[config.mk]
export PLATFORM = sky130hd
export DESIGN_NAME = qpip_pipeline
export DESIGN_NICKNAME = d
export VERILOG_FILES = /design/src/hdl/qpip_pkg.sv /design/src/hdl/qpip_pipeline.sv
export VERILOG_INCLUDE_DIRS = /design/src /design/src/hdl
export SDC_FILE = /design/constraint.sdc
export NUM_CORES = 1
export LEC_CHECK = 0
export ABC_CLOCK_PERIOD_IN_PS = 3650
export BUFFER_PORTS_ARGS = -buffer_cell sky130_fd_sc_hd__buf_2
export CORE_ASPECT_RATIO = 1.5
export CORE_MARGIN = 1.5
export CORE_UTILIZATION = 50
export DETAILED_ROUTE_END_ITERATION = 10
export PLACE_DENSITY = 0.74
export REMOVE_ABC_BUFFERS = 1
export SYNTH_ARGS = -nofsm -noshare
export SYNTH_HDL_FRONTEND = slang
export SYNTH_SLANG_ARGS = --single-unit
[constraint.sdc]
create_clock -name clk -period 3.65 [get_ports clk]
set_input_delay 0.1825 -clock clk [delete_from_list [all_inputs] [get_ports clk]]
set_output_delay 0.1825 -clock clk [all_outputs]
set_load 0.005 [all_outputs]
[src/hdl/qpip_defines.svh]
// Constants for the quad phase instruction pipeline.
// Assumes inclusion by bare name from every file that needs them.
`ifndef QPIP_DEFINES_SVH
`define QPIP_DEFINES_SVH

// ==========================================================================
// Widths
`define QPIP_INSTR_W 14
`define QPIP_DATA_W 8
`define QPIP_PC_W 11
`define QPIP_FADDR_W 7
`define QPIP_SP_W 3
`define QPIP_STACK_DEPTH 8

// ==========================================================================
// Phase codes
`define QPIP_PH_ONE 2'h0
`define QPIP_PH_TWO 2'h1
`define QPIP_PH_THREE 2'h2
`define QPIP_PH_FOUR 2'h3

// ==========================================================================
// Opcode fields
`define QPIP_CLASS_HI 13
`define QPIP_CLASS_LO 11
`define QPIP_OPC_GOTO 3'h5
`define QPIP_OPC_CALL 3'h4
`define QPIP_OPC_RETURN 14'h0008
`define QPIP_OPC_NOP 14'h0000
`define QPIP_FILEOP_HI 13
`define QPIP_FILEOP_LO 12
`define QPIP_FILEOP 2'h0
`define QPIP_DEST_BIT 7
`define QPIP_FADDR_HI 6
`define QPIP_TARGET_HI 10

// ==========================================================================
// Reset values and steps
`define QPIP_PC_RST 11'h000
`define QPIP_PC_STEP 11'h001
`define QPIP_SP_RST 3'h0
`define QPIP_SP_STEP 3'h1
`define QPIP_DATA_STEP 8'h01
`define QPIP_DATA_RST 8'h00
`define QPIP_FADDR_RST 7'h00

`endif

[src/hdl/qpip_pkg.sv]
// Types for the quad phase instruction pipeline.
// Assumes qpip_defines.svh is on the include path.
`include "qpip_defines.svh"

package qpip_pkg;

  // ========================================================================
  // Phase of the instruction cycle
  typedef enum logic [1:0] {
    PH_ONE = `QPIP_PH_ONE,
    PH_TWO = `QPIP_PH_TWO,
    PH_THREE = `QPIP_PH_THREE,
    PH_FOUR = `QPIP_PH_FOUR
  } qpip_phase_type;

endpackage

[src/hdl/qpip_pipeline.sv]
// Two stage fetch/execute sequencer of a small 8-bit Harvard core.
// Assumes program and data memories on the same clock with combinational
// read data, and the oscillator clock arriving as clk.
`timescale 1ns/1ns
`include "qpip_defines.svh"

module qpip_pipeline (
  // Clock, reset, enable
  input wire logic clk,
  input wire logic reset,
  input wire logic clkEn,
  // Phase clocks
  output logic phaseOne,
  output logic phaseTwo,
  output logic phaseThree,
  output logic phaseFour,
  // Program memory
  output logic [`QPIP_PC_W-1:0] progAddr,
  input wire logic [`QPIP_INSTR_W-1:0] progData,
  // Data memory
  output logic [`QPIP_FADDR_W-1:0] dataAddr,
  output logic dataRdEn,
  input wire logic [`QPIP_DATA_W-1:0] dataRdData,
  output logic dataWrEn,
  output logic [`QPIP_DATA_W-1:0] dataWrData,
  // Status
  output logic execValid,
  output logic [`QPIP_INSTR_W-1:0] execOpcode
);

  // ========================================================================
  // Declarations
  qpip_pkg::qpip_phase_type phase_ff;
  qpip_pkg::qpip_phase_type nxt_phase;
  logic [`QPIP_PC_W-1:0] pc_ff;
  logic [`QPIP_PC_W-1:0] fetchAddr_ff;
  logic [`QPIP_INSTR_W-1:0] fetchedOpcodeLatch_ff;
  logic [`QPIP_INSTR_W-1:0] execOpcode_ff;
  logic execValid_ff;
  logic flush_ff;
  logic [`QPIP_FADDR_W-1:0] dataAddr_ff;
  logic [`QPIP_DATA_W-1:0] operand_ff;
  logic [`QPIP_DATA_W-1:0] dataWrData_ff;
  logic [`QPIP_PC_W-1:0] stackMem_ff [0:`QPIP_STACK_DEPTH-1];
  logic [`QPIP_SP_W-1:0] sp_ff;
  logic [`QPIP_SP_W-1:0] spTop;
  logic isGoto;
  logic isCall;
  logic isReturn;
  logic writesFile;
  logic branchTaken;
  logic [`QPIP_PC_W-1:0] branchTarget;
  logic atOne;
  logic atTwo;
  logic atThree;
  logic atFour;

  // ========================================================================
  // Phase generator
  always_comb begin
    unique case (phase_ff)
      qpip_pkg::PH_ONE: nxt_phase = qpip_pkg::PH_TWO;
      qpip_pkg::PH_TWO: nxt_phase = qpip_pkg::PH_THREE;
      qpip_pkg::PH_THREE: nxt_phase = qpip_pkg::PH_FOUR;
      qpip_pkg::PH_FOUR: nxt_phase = qpip_pkg::PH_ONE;
    endcase
  end

  always_ff @(posedge clk) begin
    if (reset) begin
      phase_ff <= qpip_pkg::PH_ONE;
    end else if (clkEn) begin
      phase_ff <= nxt_phase;
    end
  end

  assign phaseOne = (phase_ff == qpip_pkg::PH_ONE);
  assign phaseTwo = (phase_ff == qpip_pkg::PH_TWO);
  assign phaseThree = (phase_ff == qpip_pkg::PH_THREE);
  assign phaseFour = (phase_ff == qpip_pkg::PH_FOUR);

  // Edge qualifiers: a phase takes effect on the clock edge that ends it.
  assign atOne = clkEn && phaseOne;
  assign atTwo = clkEn && phaseTwo;
  assign atThree = clkEn && phaseThree;
  assign atFour = clkEn && phaseFour;

  // ========================================================================
  // Decode of the executing word
  assign isGoto = (execOpcode_ff[`QPIP_CLASS_HI:`QPIP_CLASS_LO] == `QPIP_OPC_GOTO);
  assign isCall = (execOpcode_ff[`QPIP_CLASS_HI:`QPIP_CLASS_LO] == `QPIP_OPC_CALL);
  assign isReturn = (execOpcode_ff == `QPIP_OPC_RETURN);
  assign writesFile = execValid_ff
    && (execOpcode_ff[`QPIP_FILEOP_HI:`QPIP_FILEOP_LO] == `QPIP_FILEOP)
    && execOpcode_ff[`QPIP_DEST_BIT]
    && !isReturn
    && (execOpcode_ff != `QPIP_OPC_NOP);
  assign branchTaken = execValid_ff && (isGoto || isCall || isReturn);
  assign spTop = sp_ff - `QPIP_SP_STEP;
  assign branchTarget = isReturn ? stackMem_ff[spTop]
                                 : execOpcode_ff[`QPIP_TARGET_HI:0];

  // ========================================================================
  // Program counter and fetch address
  // The counter always holds the next word to fetch; the address on the
  // program bus is the word fetched in the current cycle.
  always_ff @(posedge clk) begin
    if (reset) begin
      pc_ff <= `QPIP_PC_RST;
      fetchAddr_ff <= `QPIP_PC_RST;
    end else if (atOne) begin
      fetchAddr_ff <= pc_ff;
      pc_ff <= pc_ff + `QPIP_PC_STEP;
    end else if (atFour && branchTaken) begin
      pc_ff <= branchTarget;
    end
  end

  assign progAddr = fetchAddr_ff;

  // ========================================================================
  // Fetched opcode latch
  always_ff @(posedge clk) begin
    if (reset) begin
      fetchedOpcodeLatch_ff <= `QPIP_OPC_NOP;
    end else if (atFour) begin
      fetchedOpcodeLatch_ff <= progData;
    end
  end

  // ========================================================================
  // Execute stage and squash
  // A branch resolves in phase four, when the sequential word has already been fetched and is
  // latched on the same edge; that word is kept but marked invalid so it does nothing.
  always_ff @(posedge clk) begin
    if (reset) begin
      execOpcode_ff <= `QPIP_OPC_NOP;
      execValid_ff <= 1'b0;
    end else if (atOne) begin
      execOpcode_ff <= fetchedOpcodeLatch_ff;
      execValid_ff <= !flush_ff;
    end
  end

  always_ff @(posedge clk) begin
    if (reset) begin
      flush_ff <= 1'b1;
    end else if (atFour && branchTaken) begin
      flush_ff <= 1'b1;
    end else if (atOne) begin
      flush_ff <= 1'b0;
    end
  end

  assign execValid = execValid_ff;
  assign execOpcode = execOpcode_ff;

  // ========================================================================
  // Data memory access
  always_ff @(posedge clk) begin
    if (reset) begin
      dataAddr_ff <= `QPIP_FADDR_RST;
    end else if (atOne) begin
      dataAddr_ff <= fetchedOpcodeLatch_ff[`QPIP_FADDR_HI:0];
    end
  end

  always_ff @(posedge clk) begin
    if (reset) begin
      operand_ff <= `QPIP_DATA_RST;
    end else if (atTwo) begin
      operand_ff <= dataRdData;
    end
  end

  // The file operation here is a plain increment; the result is registered at
  // the end of phase three, as the write strobe rises, and holds through phase four.
  always_ff @(posedge clk) begin
    if (reset) begin
      dataWrData_ff <= `QPIP_DATA_RST;
    end else if (atThree) begin
      dataWrData_ff <= operand_ff + `QPIP_DATA_STEP;
    end
  end

  assign dataAddr = dataAddr_ff;
  assign dataRdEn = phaseTwo && execValid_ff;
  assign dataWrEn = phaseFour && writesFile;
  assign dataWrData = dataWrData_ff;

  // ========================================================================
  // Return address stack
  // The stack wraps silently on the ninth push, overwriting the oldest.
  always_ff @(posedge clk) begin
    if (reset) begin
      sp_ff <= `QPIP_SP_RST;
      for (int i = 0; i < `QPIP_STACK_DEPTH; i++) begin
        stackMem_ff[i] <= `QPIP_PC_RST;
      end
    end else if (atFour && execValid_ff && isCall) begin
      stackMem_ff[sp_ff] <= fetchAddr_ff;
      sp_ff <= sp_ff + `QPIP_SP_STEP;
    end else if (atFour && execValid_ff && isReturn) begin
      sp_ff <= spTop;
    end
  end
endmodule // qpip_pipeline

==> reports/metrics.csv, run 1 <==
stage;metric;value;unit
finish;multi_input_area;2870;um2
finish;final_area;8470;um2
outcome;status;finished clean;
clock_network;clk_pin_slew;0.07;ns
synth;async_flop_share;0;
timing;rsz0062_at_grt;false;
finish;register_area;4100;um2
worst_setup_path;arrival;2.87;ns
finish;area_growth;17.0;%
finish;fin_util;0.602;
worst_setup_path;path_cells;ha_1, nand2_2, nor4b_4, nand3_2, nor3_1, buf_4, or2_2;
synth;ys_warn_count;0;
power_and_ir_drop;swShare;0.224;
place;postPlaceCellArea;7730;um2
finish;fin_nets;758;
floorplan;rows;53;
synth;synth_edf_count;88;
synth;synth_ff_type;edfxtp_1;
power_and_ir_drop;power;4.04;mW
detailed_routing;drt-pass1-iter-count;5;
run;cap_violations;0;
detailed_routing;drtIter0Drc;357;
clock_network;cts_tree;done;
floorplan;die_w;101;um
synth;yosysTopAreaCell;edfxtp_1;
timing;setup_viol;0;
worst_setup_path;crit_required;3.73;ns
grt;grt_max_degree;72;
grt;grt_pass1_vias;5357;
power_and_ir_drop;intPower;3.14;mW
power_and_ir_drop;leakage;3.16;nW
synth;yosys_register_bits;161;
synth;synth_cell_types;51;
timing;min_period_over_period;0.765;
synth;synth.avg_cell_area;11.1;um2
place;place_congestion;0.949;
worst_setup_path;cpPeakStageDelay;0.52;ns
synth;synth_cells;653;
floorplan;core_area;14100;um2
place;dp_slack;0.880;ns
finish;layout_common_cells;nand2_1, and2_1, edfxtp_1, dfxtp_1, buf_2;
clock_network;clock_latency;0.42;ns
grt;grtUsageTotal;0.241;
hold_path;hold_path.class;input pin to flop;
clock_network;post_cts_buffers;0;
timing;finalHoldViolCount;0;
clock_network;cts-hold-fix-buffers;13;
power_and_ir_drop;vdd.ir_drop.worst;0.352;mV
detailed_routing;wl_per_cell;18.6;um
clock_network;cts_resized;0;
detailed_routing;finalWirelength;17300;um
detailed_routing;via_per_inst;5.66;
timing;setup_tns;0;ns
place;hpwl;11800;um
floorplan;initial_utilization;0.515;
worst_setup_path;crit_path_start_kind;flop;
grt;antenna_found_initial;0;
worst_setup_path;cp_max_fo;15;
detailed_routing;drc;0;
worst_setup_path;end_kind;flop;
timing;slew_violations;0;
power_and_ir_drop;p_switching;905;uW
worst_setup_path;path_delay_family;simple AND/OR/NAND/NOR gates;
timing;worst_clock_skew;0.00985;ns
power_and_ir_drop;p_comb_frac;0.051;
timing;fin_ws;0.858;ns
grt;overflow;0;
finish;fillCellCount;1173;
clock_network;cts_sinks;161;
place;dp.cells;885;
power_and_ir_drop;clockPowerShare;0.452;
timing;tightest_slew;0.783;ns
floorplan;die_h;150;um
power_and_ir_drop;p_per_area;477;nW/um2
detailed_routing;antenna_left;0;
clock_network;cts_made_buffers;17;
power_and_ir_drop;pwr-share-seq;0.496;
timing;maxSlewHeadroom;0.476;
finish;drive_gt1_frac;0.209;
detailed_routing;vias;5268;
worst_setup_path;crit_type;flop to flop;
floorplan;pin_count;72;
synth;synth_area_leaders;edfxtp_1, dfxtp_1, and2_1, mux4_2, nand2_1;
worst_setup_path;critPathBufInv;1;
timing;hold_ws;0.00973;ns
place;portBuffers;71;
clock_network;cts_root_buffer;clkbuf_16;
timing;fin_crit;2.79;ns
synth;synth_top_area_frac;0.365;
timing;fmax;0.358;GHz
finish;antennaDiodeCount;0;
clock_network;cts_buffer_depth;2;
worst_setup_path;cp_slowest_cell;nor4b_4;
grt;grt_pass1_wl;27400;um
clock_network;h-tree-depth;4;
floorplan;die_area;15200;um2
finish;final_cell_count_no_fill;930;
finish;layout_commonest_cell;nand2_1;
synth;seq_area_frac_synth;0.567;
synth;synth_area;7240;um2
==> worst paths after layout <==
kind / cells past startpoint / start / slack [ns] / end
worst max-delay path: 7 / phase_ff[1] / 0.86 / stackMem_ff[1][2]
worst min-delay path: 3 / progData[9] / 0.01 / fetchedOpcodeLatch_ff[9]
worst max register to register: 7 / phase_ff[1] / 0.86 / stackMem_ff[1][2]
worst min register to register: 2 / fetchedOpcodeLatch_ff[13] / 0.45 / execOpcode[13]
==> logic make-up after synthesis <==
kind of cell    after synthesis  synth area share
buf+inv                      55            0.0356
fa+ha+maj                     8            0.0138
compound gates              102            0.0842
flops                       161             0.567
mux                          36            0.0851
simple gates                280             0.198
xor+xnor                     11            0.0159
==> flip-flops by register name, summed over array words and instances, names as in the netlist <==
| register | count |
|---|---|
| flush_ff | 1 |
| operand_ff | 8 |
| execOpcode | 14 |
| fetchedOpcodeLatch_ff | 14 |
| pc_ff | 11 |
| phase_ff | 2 |
| progAddr | 11 |
| execValid | 1 |
| dataWrData | 8 |
| sp_ff | 3 |
| stackMem_ff | 88 |
==> power groups by stage <==
stage / clock [mW] / sequential (mW) / combinational [mW]
after floorplan: 0 / 2.03 / 0.108
after global placement: 0 / 2.04 / 0.191
after detailed placement: 0 / 2.04 / 0.196
after CTS: 1.85 / 2.01 / 0.208
after global routing: 1.92 / 2.01 / 0.227
final: 1.83 / 2.01 / 0.208
==> metal layers <==
layer	share of wire	GRT usage
met5	0	0
met1	0.38	0.271
met4	0.045	0.129
met2	0.53	0.431
met3	0.050	0.0409
==> cell type report <==
| class | count | share of cell area |
|---|---|---|
| Inverter | 6 | 0.00266 |
| Clock inverter | 13 | 0.0207 |
| Clock buffer | 19 | 0.0511 |
| Tap cell | 192 | 0.0284 |
| Sequential cell | 161 | 0.485 |
| Multi-Input combinational cell | 437 | 0.339 |
| Timing Repair Buffer | 102 | 0.0733 |
==> worst reg2reg max path, cell delays in order (launching register included) <==
cell     delay, ns
dfxtp_1       0.38
ha_1          0.25
nand2_2       0.23
nor4b_4       0.52
nand3_2       0.22
nor3_1        0.21
buf_4         0.25
or2_2         0.39
==> cells in the mapped netlist, types with 5 or more instances <==
library cell,instances
mux4_2,20
inv_1,6
a21oi_1,57
nor3_1,10
a211oi_1,10
edfxtp_1,88
ha_1,8
nor2_1,32
dfxtp_1,73
clkbuf_1,27
nand3_1,18
nand2_1,99
and2_1,93
o21ai_0,13
mux2i_1,12
a31oi_1,5
buf_2,6
buf_4,9
xnor2_1,6
Power figures use the tool's default switching activity.
==> inputs of run 2 (changes only) <==
ABC_CLOCK_PERIOD_IN_PS = 2600   (was 3650)
clock period = 2.6 ns   (was 3.65 ns; I/O delays follow)
==> reports/metrics.csv, run 2 (same netlist as run 1, synthesis figures left out) <==
stage;metric;value;unit;change
outcome;status;finished clean;;
worst_setup_path;cp_max_fo;8;;-7
timing;finalHoldViolCount;0;;unchanged
detailed_routing;finalWirelength;17600;um;+1.5%
timing;tightest_slew;0.703;ns;-0.0794 ns
timing;fin_ws;0.167;ns;-0.692 ns
finish;fillCellCount;1155;;-1.5%
timing;fmax;0.411;GHz;+15%
timing;setup_tns;0;ns;unchanged
detailed_routing;antenna_left;0;;unchanged
hold_path;hold_path.class;input pin to flop;;
detailed_routing;via_per_inst;5.58;;-1.5%
timing;worst_clock_skew;0.00972;ns;-0.000137 ns
clock_network;clock_latency;0.43;ns;about the same
run;cap_violations;0;;unchanged
floorplan;core_area;14100;um2;unchanged
finish;largest_reg_flops;88;;unchanged
clock_network;cts_sinks;161;;unchanged
worst_setup_path;end_kind;flop;;
detailed_routing;wl_per_cell;18.3;um;-1.7%
timing;maxSlewHeadroom;0.531;;+0.0548
detailed_routing;drt-pass1-iter-count;5;;unchanged
power_and_ir_drop;pwr-share-seq;0.504;;+0.008
grt;grt_pass1_vias;5379;;+0.41%
power_and_ir_drop;vdd.ir_drop.worst;0.536;mV;+52%
worst_setup_path;cp_slowest_cell;mux4_2;;
floorplan;die_w;101;um;unchanged
worst_setup_path;crit_type;flop to flop;;
floorplan;rows;53;;unchanged
clock_network;cts_root_buffer;clkbuf_16;;
grt;grt_max_degree;70;;-2.8%
finish;largest-register;stackMem_ff;;
worst_setup_path;arrival;2.75;ns;-0.12 ns
finish;drive_gt1_frac;0.230;;+0.0218
floorplan;die_h;150;um;unchanged
grt;grtUsageTotal;0.247;;+0.00565
finish;layout_common_cells;nand2_1, and2_1, edfxtp_1, dfxtp_1, buf_2;;
clock_network;clk_pin_slew;0.07;ns;about the same
clock_network;cts_buffer_depth;2;;unchanged
power_and_ir_drop;clockPowerShare;0.439;;-0.013
finish;fin_nets;788;;+4.0%
worst_setup_path;cpPeakStageDelay;0.56;ns;+0.04 ns
power_and_ir_drop;swShare;0.243;;+0.0196
grt;antenna_found_initial;0;;unchanged
clock_network;cts_made_buffers;17;;unchanged
timing;fin_crit;2.43;ns;-0.358 ns
grt;grt_pass1_wl;27900;um;+1.9%
power_and_ir_drop;intPower;4.22;mW;+35%
power_and_ir_drop;p_per_area;642;nW/um2;+34%
detailed_routing;vias;5356;;+1.7%
detailed_routing;drtIter0Drc;468;;+31%
grt;overflow;0;;unchanged
timing;rsz0062_at_grt;false;;
timing;min_period_over_period;0.936;;+0.171
power_and_ir_drop;p_comb_frac;0.056;;+0.005
place;hpwl;12300;um;+4.3%
worst_setup_path;path_cells;inv_1, ha_1, xor2_4, mux4_2, mux2_2, a211oi_1, nor3_1;;
worst_setup_path;crit_path_start_kind;flop;;
finish;layout_commonest_cell;nand2_1;;
place;dp_slack;0.190;ns;-0.690 ns
power_and_ir_drop;leakage;3.30;nW;+4.5%
finish;register_area;4100;um2;unchanged
detailed_routing;drc;0;;unchanged
floorplan;pin_count;72;;unchanged
power_and_ir_drop;p_switching;1.36;mW;+50%
finish;antennaDiodeCount;0;;unchanged
place;place_congestion;0.920;;-3.1%
timing;slew_violations;0;;unchanged
clock_network;cts_resized;0;;unchanged
clock_network;h-tree-depth;4;;unchanged
place;portBuffers;71;;unchanged
timing;setup_viol;0;;unchanged
finish;area_growth;20.1;%;
floorplan;die_area;15200;um2;unchanged
finish;multi_input_area;2870;um2;unchanged
worst_setup_path;crit_required;2.91;ns;-0.82 ns
finish;fin_util;0.618;;+0.0159
clock_network;cts_tree;done;;
floorplan;initial_utilization;0.515;;unchanged
[run 2: metrics by stage]
stage,hold WS [ns],power (mW),cell area [um2],cells
after floorplan,0.199,3.00,7000,604
after global placement,0.371,3.14,7890,906
after detailed placement,0.379,3.15,7890,906
after CTS,0.147,5.60,8690,960
after global routing,0.202,5.75,8690,960
final,0.158,5.58,8690,960
[run 2: power by group through the flow]
stage	clock, mW	sequential [mW]	combinational (mW)
detailed placement	0	2.87	0.284
global placement	0	2.86	0.276
global route	2.58	2.82	0.343
CTS	2.48	2.81	0.312
finish	2.45	2.81	0.315
floorplan	0	2.85	0.152
[run 2: worst paths after layout]
kind                            start       endpoint  slack (ns)  cells after the start
min reg2reg  fetchedOpcodeLatch_ff[8]  execOpcode[8]        0.46                      2
max                          sp_ff[1]       pc_ff[1]        0.17                      7
min                             clkEn       sp_ff[1]        0.16                      5
max reg2reg                  sp_ff[1]       pc_ff[1]        0.17                      7
[run 2: what timing repair did]
action                                 4_1_cts  5_1_grt
buffers inserted                             0        0
endpoints found under the hold margin       22        0
hold buffers                                22        0
[run 2: cell type report]
class | instances | area share
sequential | 161 | 0.472
tap | 192 | 0.0276
timing repair buffer | 132 | 0.0999
inverter | 6 | 0.00259
clock inverter | 14 | 0.0154
clock buffer | 18 | 0.0518
multi-input combinational | 437 | 0.331
[run 2: worst max-delay path: cells and delay by family, from the launching register on]
| family | cells | cell delay (ns) |
|---|---|---|
| buffers and inverters | 1 | 0.11 |
| AO/OA/AOI/OAI | 1 | 0.23 |
| adder cells (fa/ha/maj) | 1 | 0.27 |
| AND/OR/NAND/NOR | 1 | 0.08 |
| XOR/XNOR | 1 | 0.36 |
| multiplexers | 2 | 0.85 |
| flip-flops | 1 | 0.43 |
[run 2: routing by layer]
layer	share of wire	track usage	up-vias
met3	0.047	0.0460	35
met4	0.026	0.111	0
met1	0.37	0.268	2603
li1	-	-	2521
met2	0.55	0.458	197
met5	0	0	-
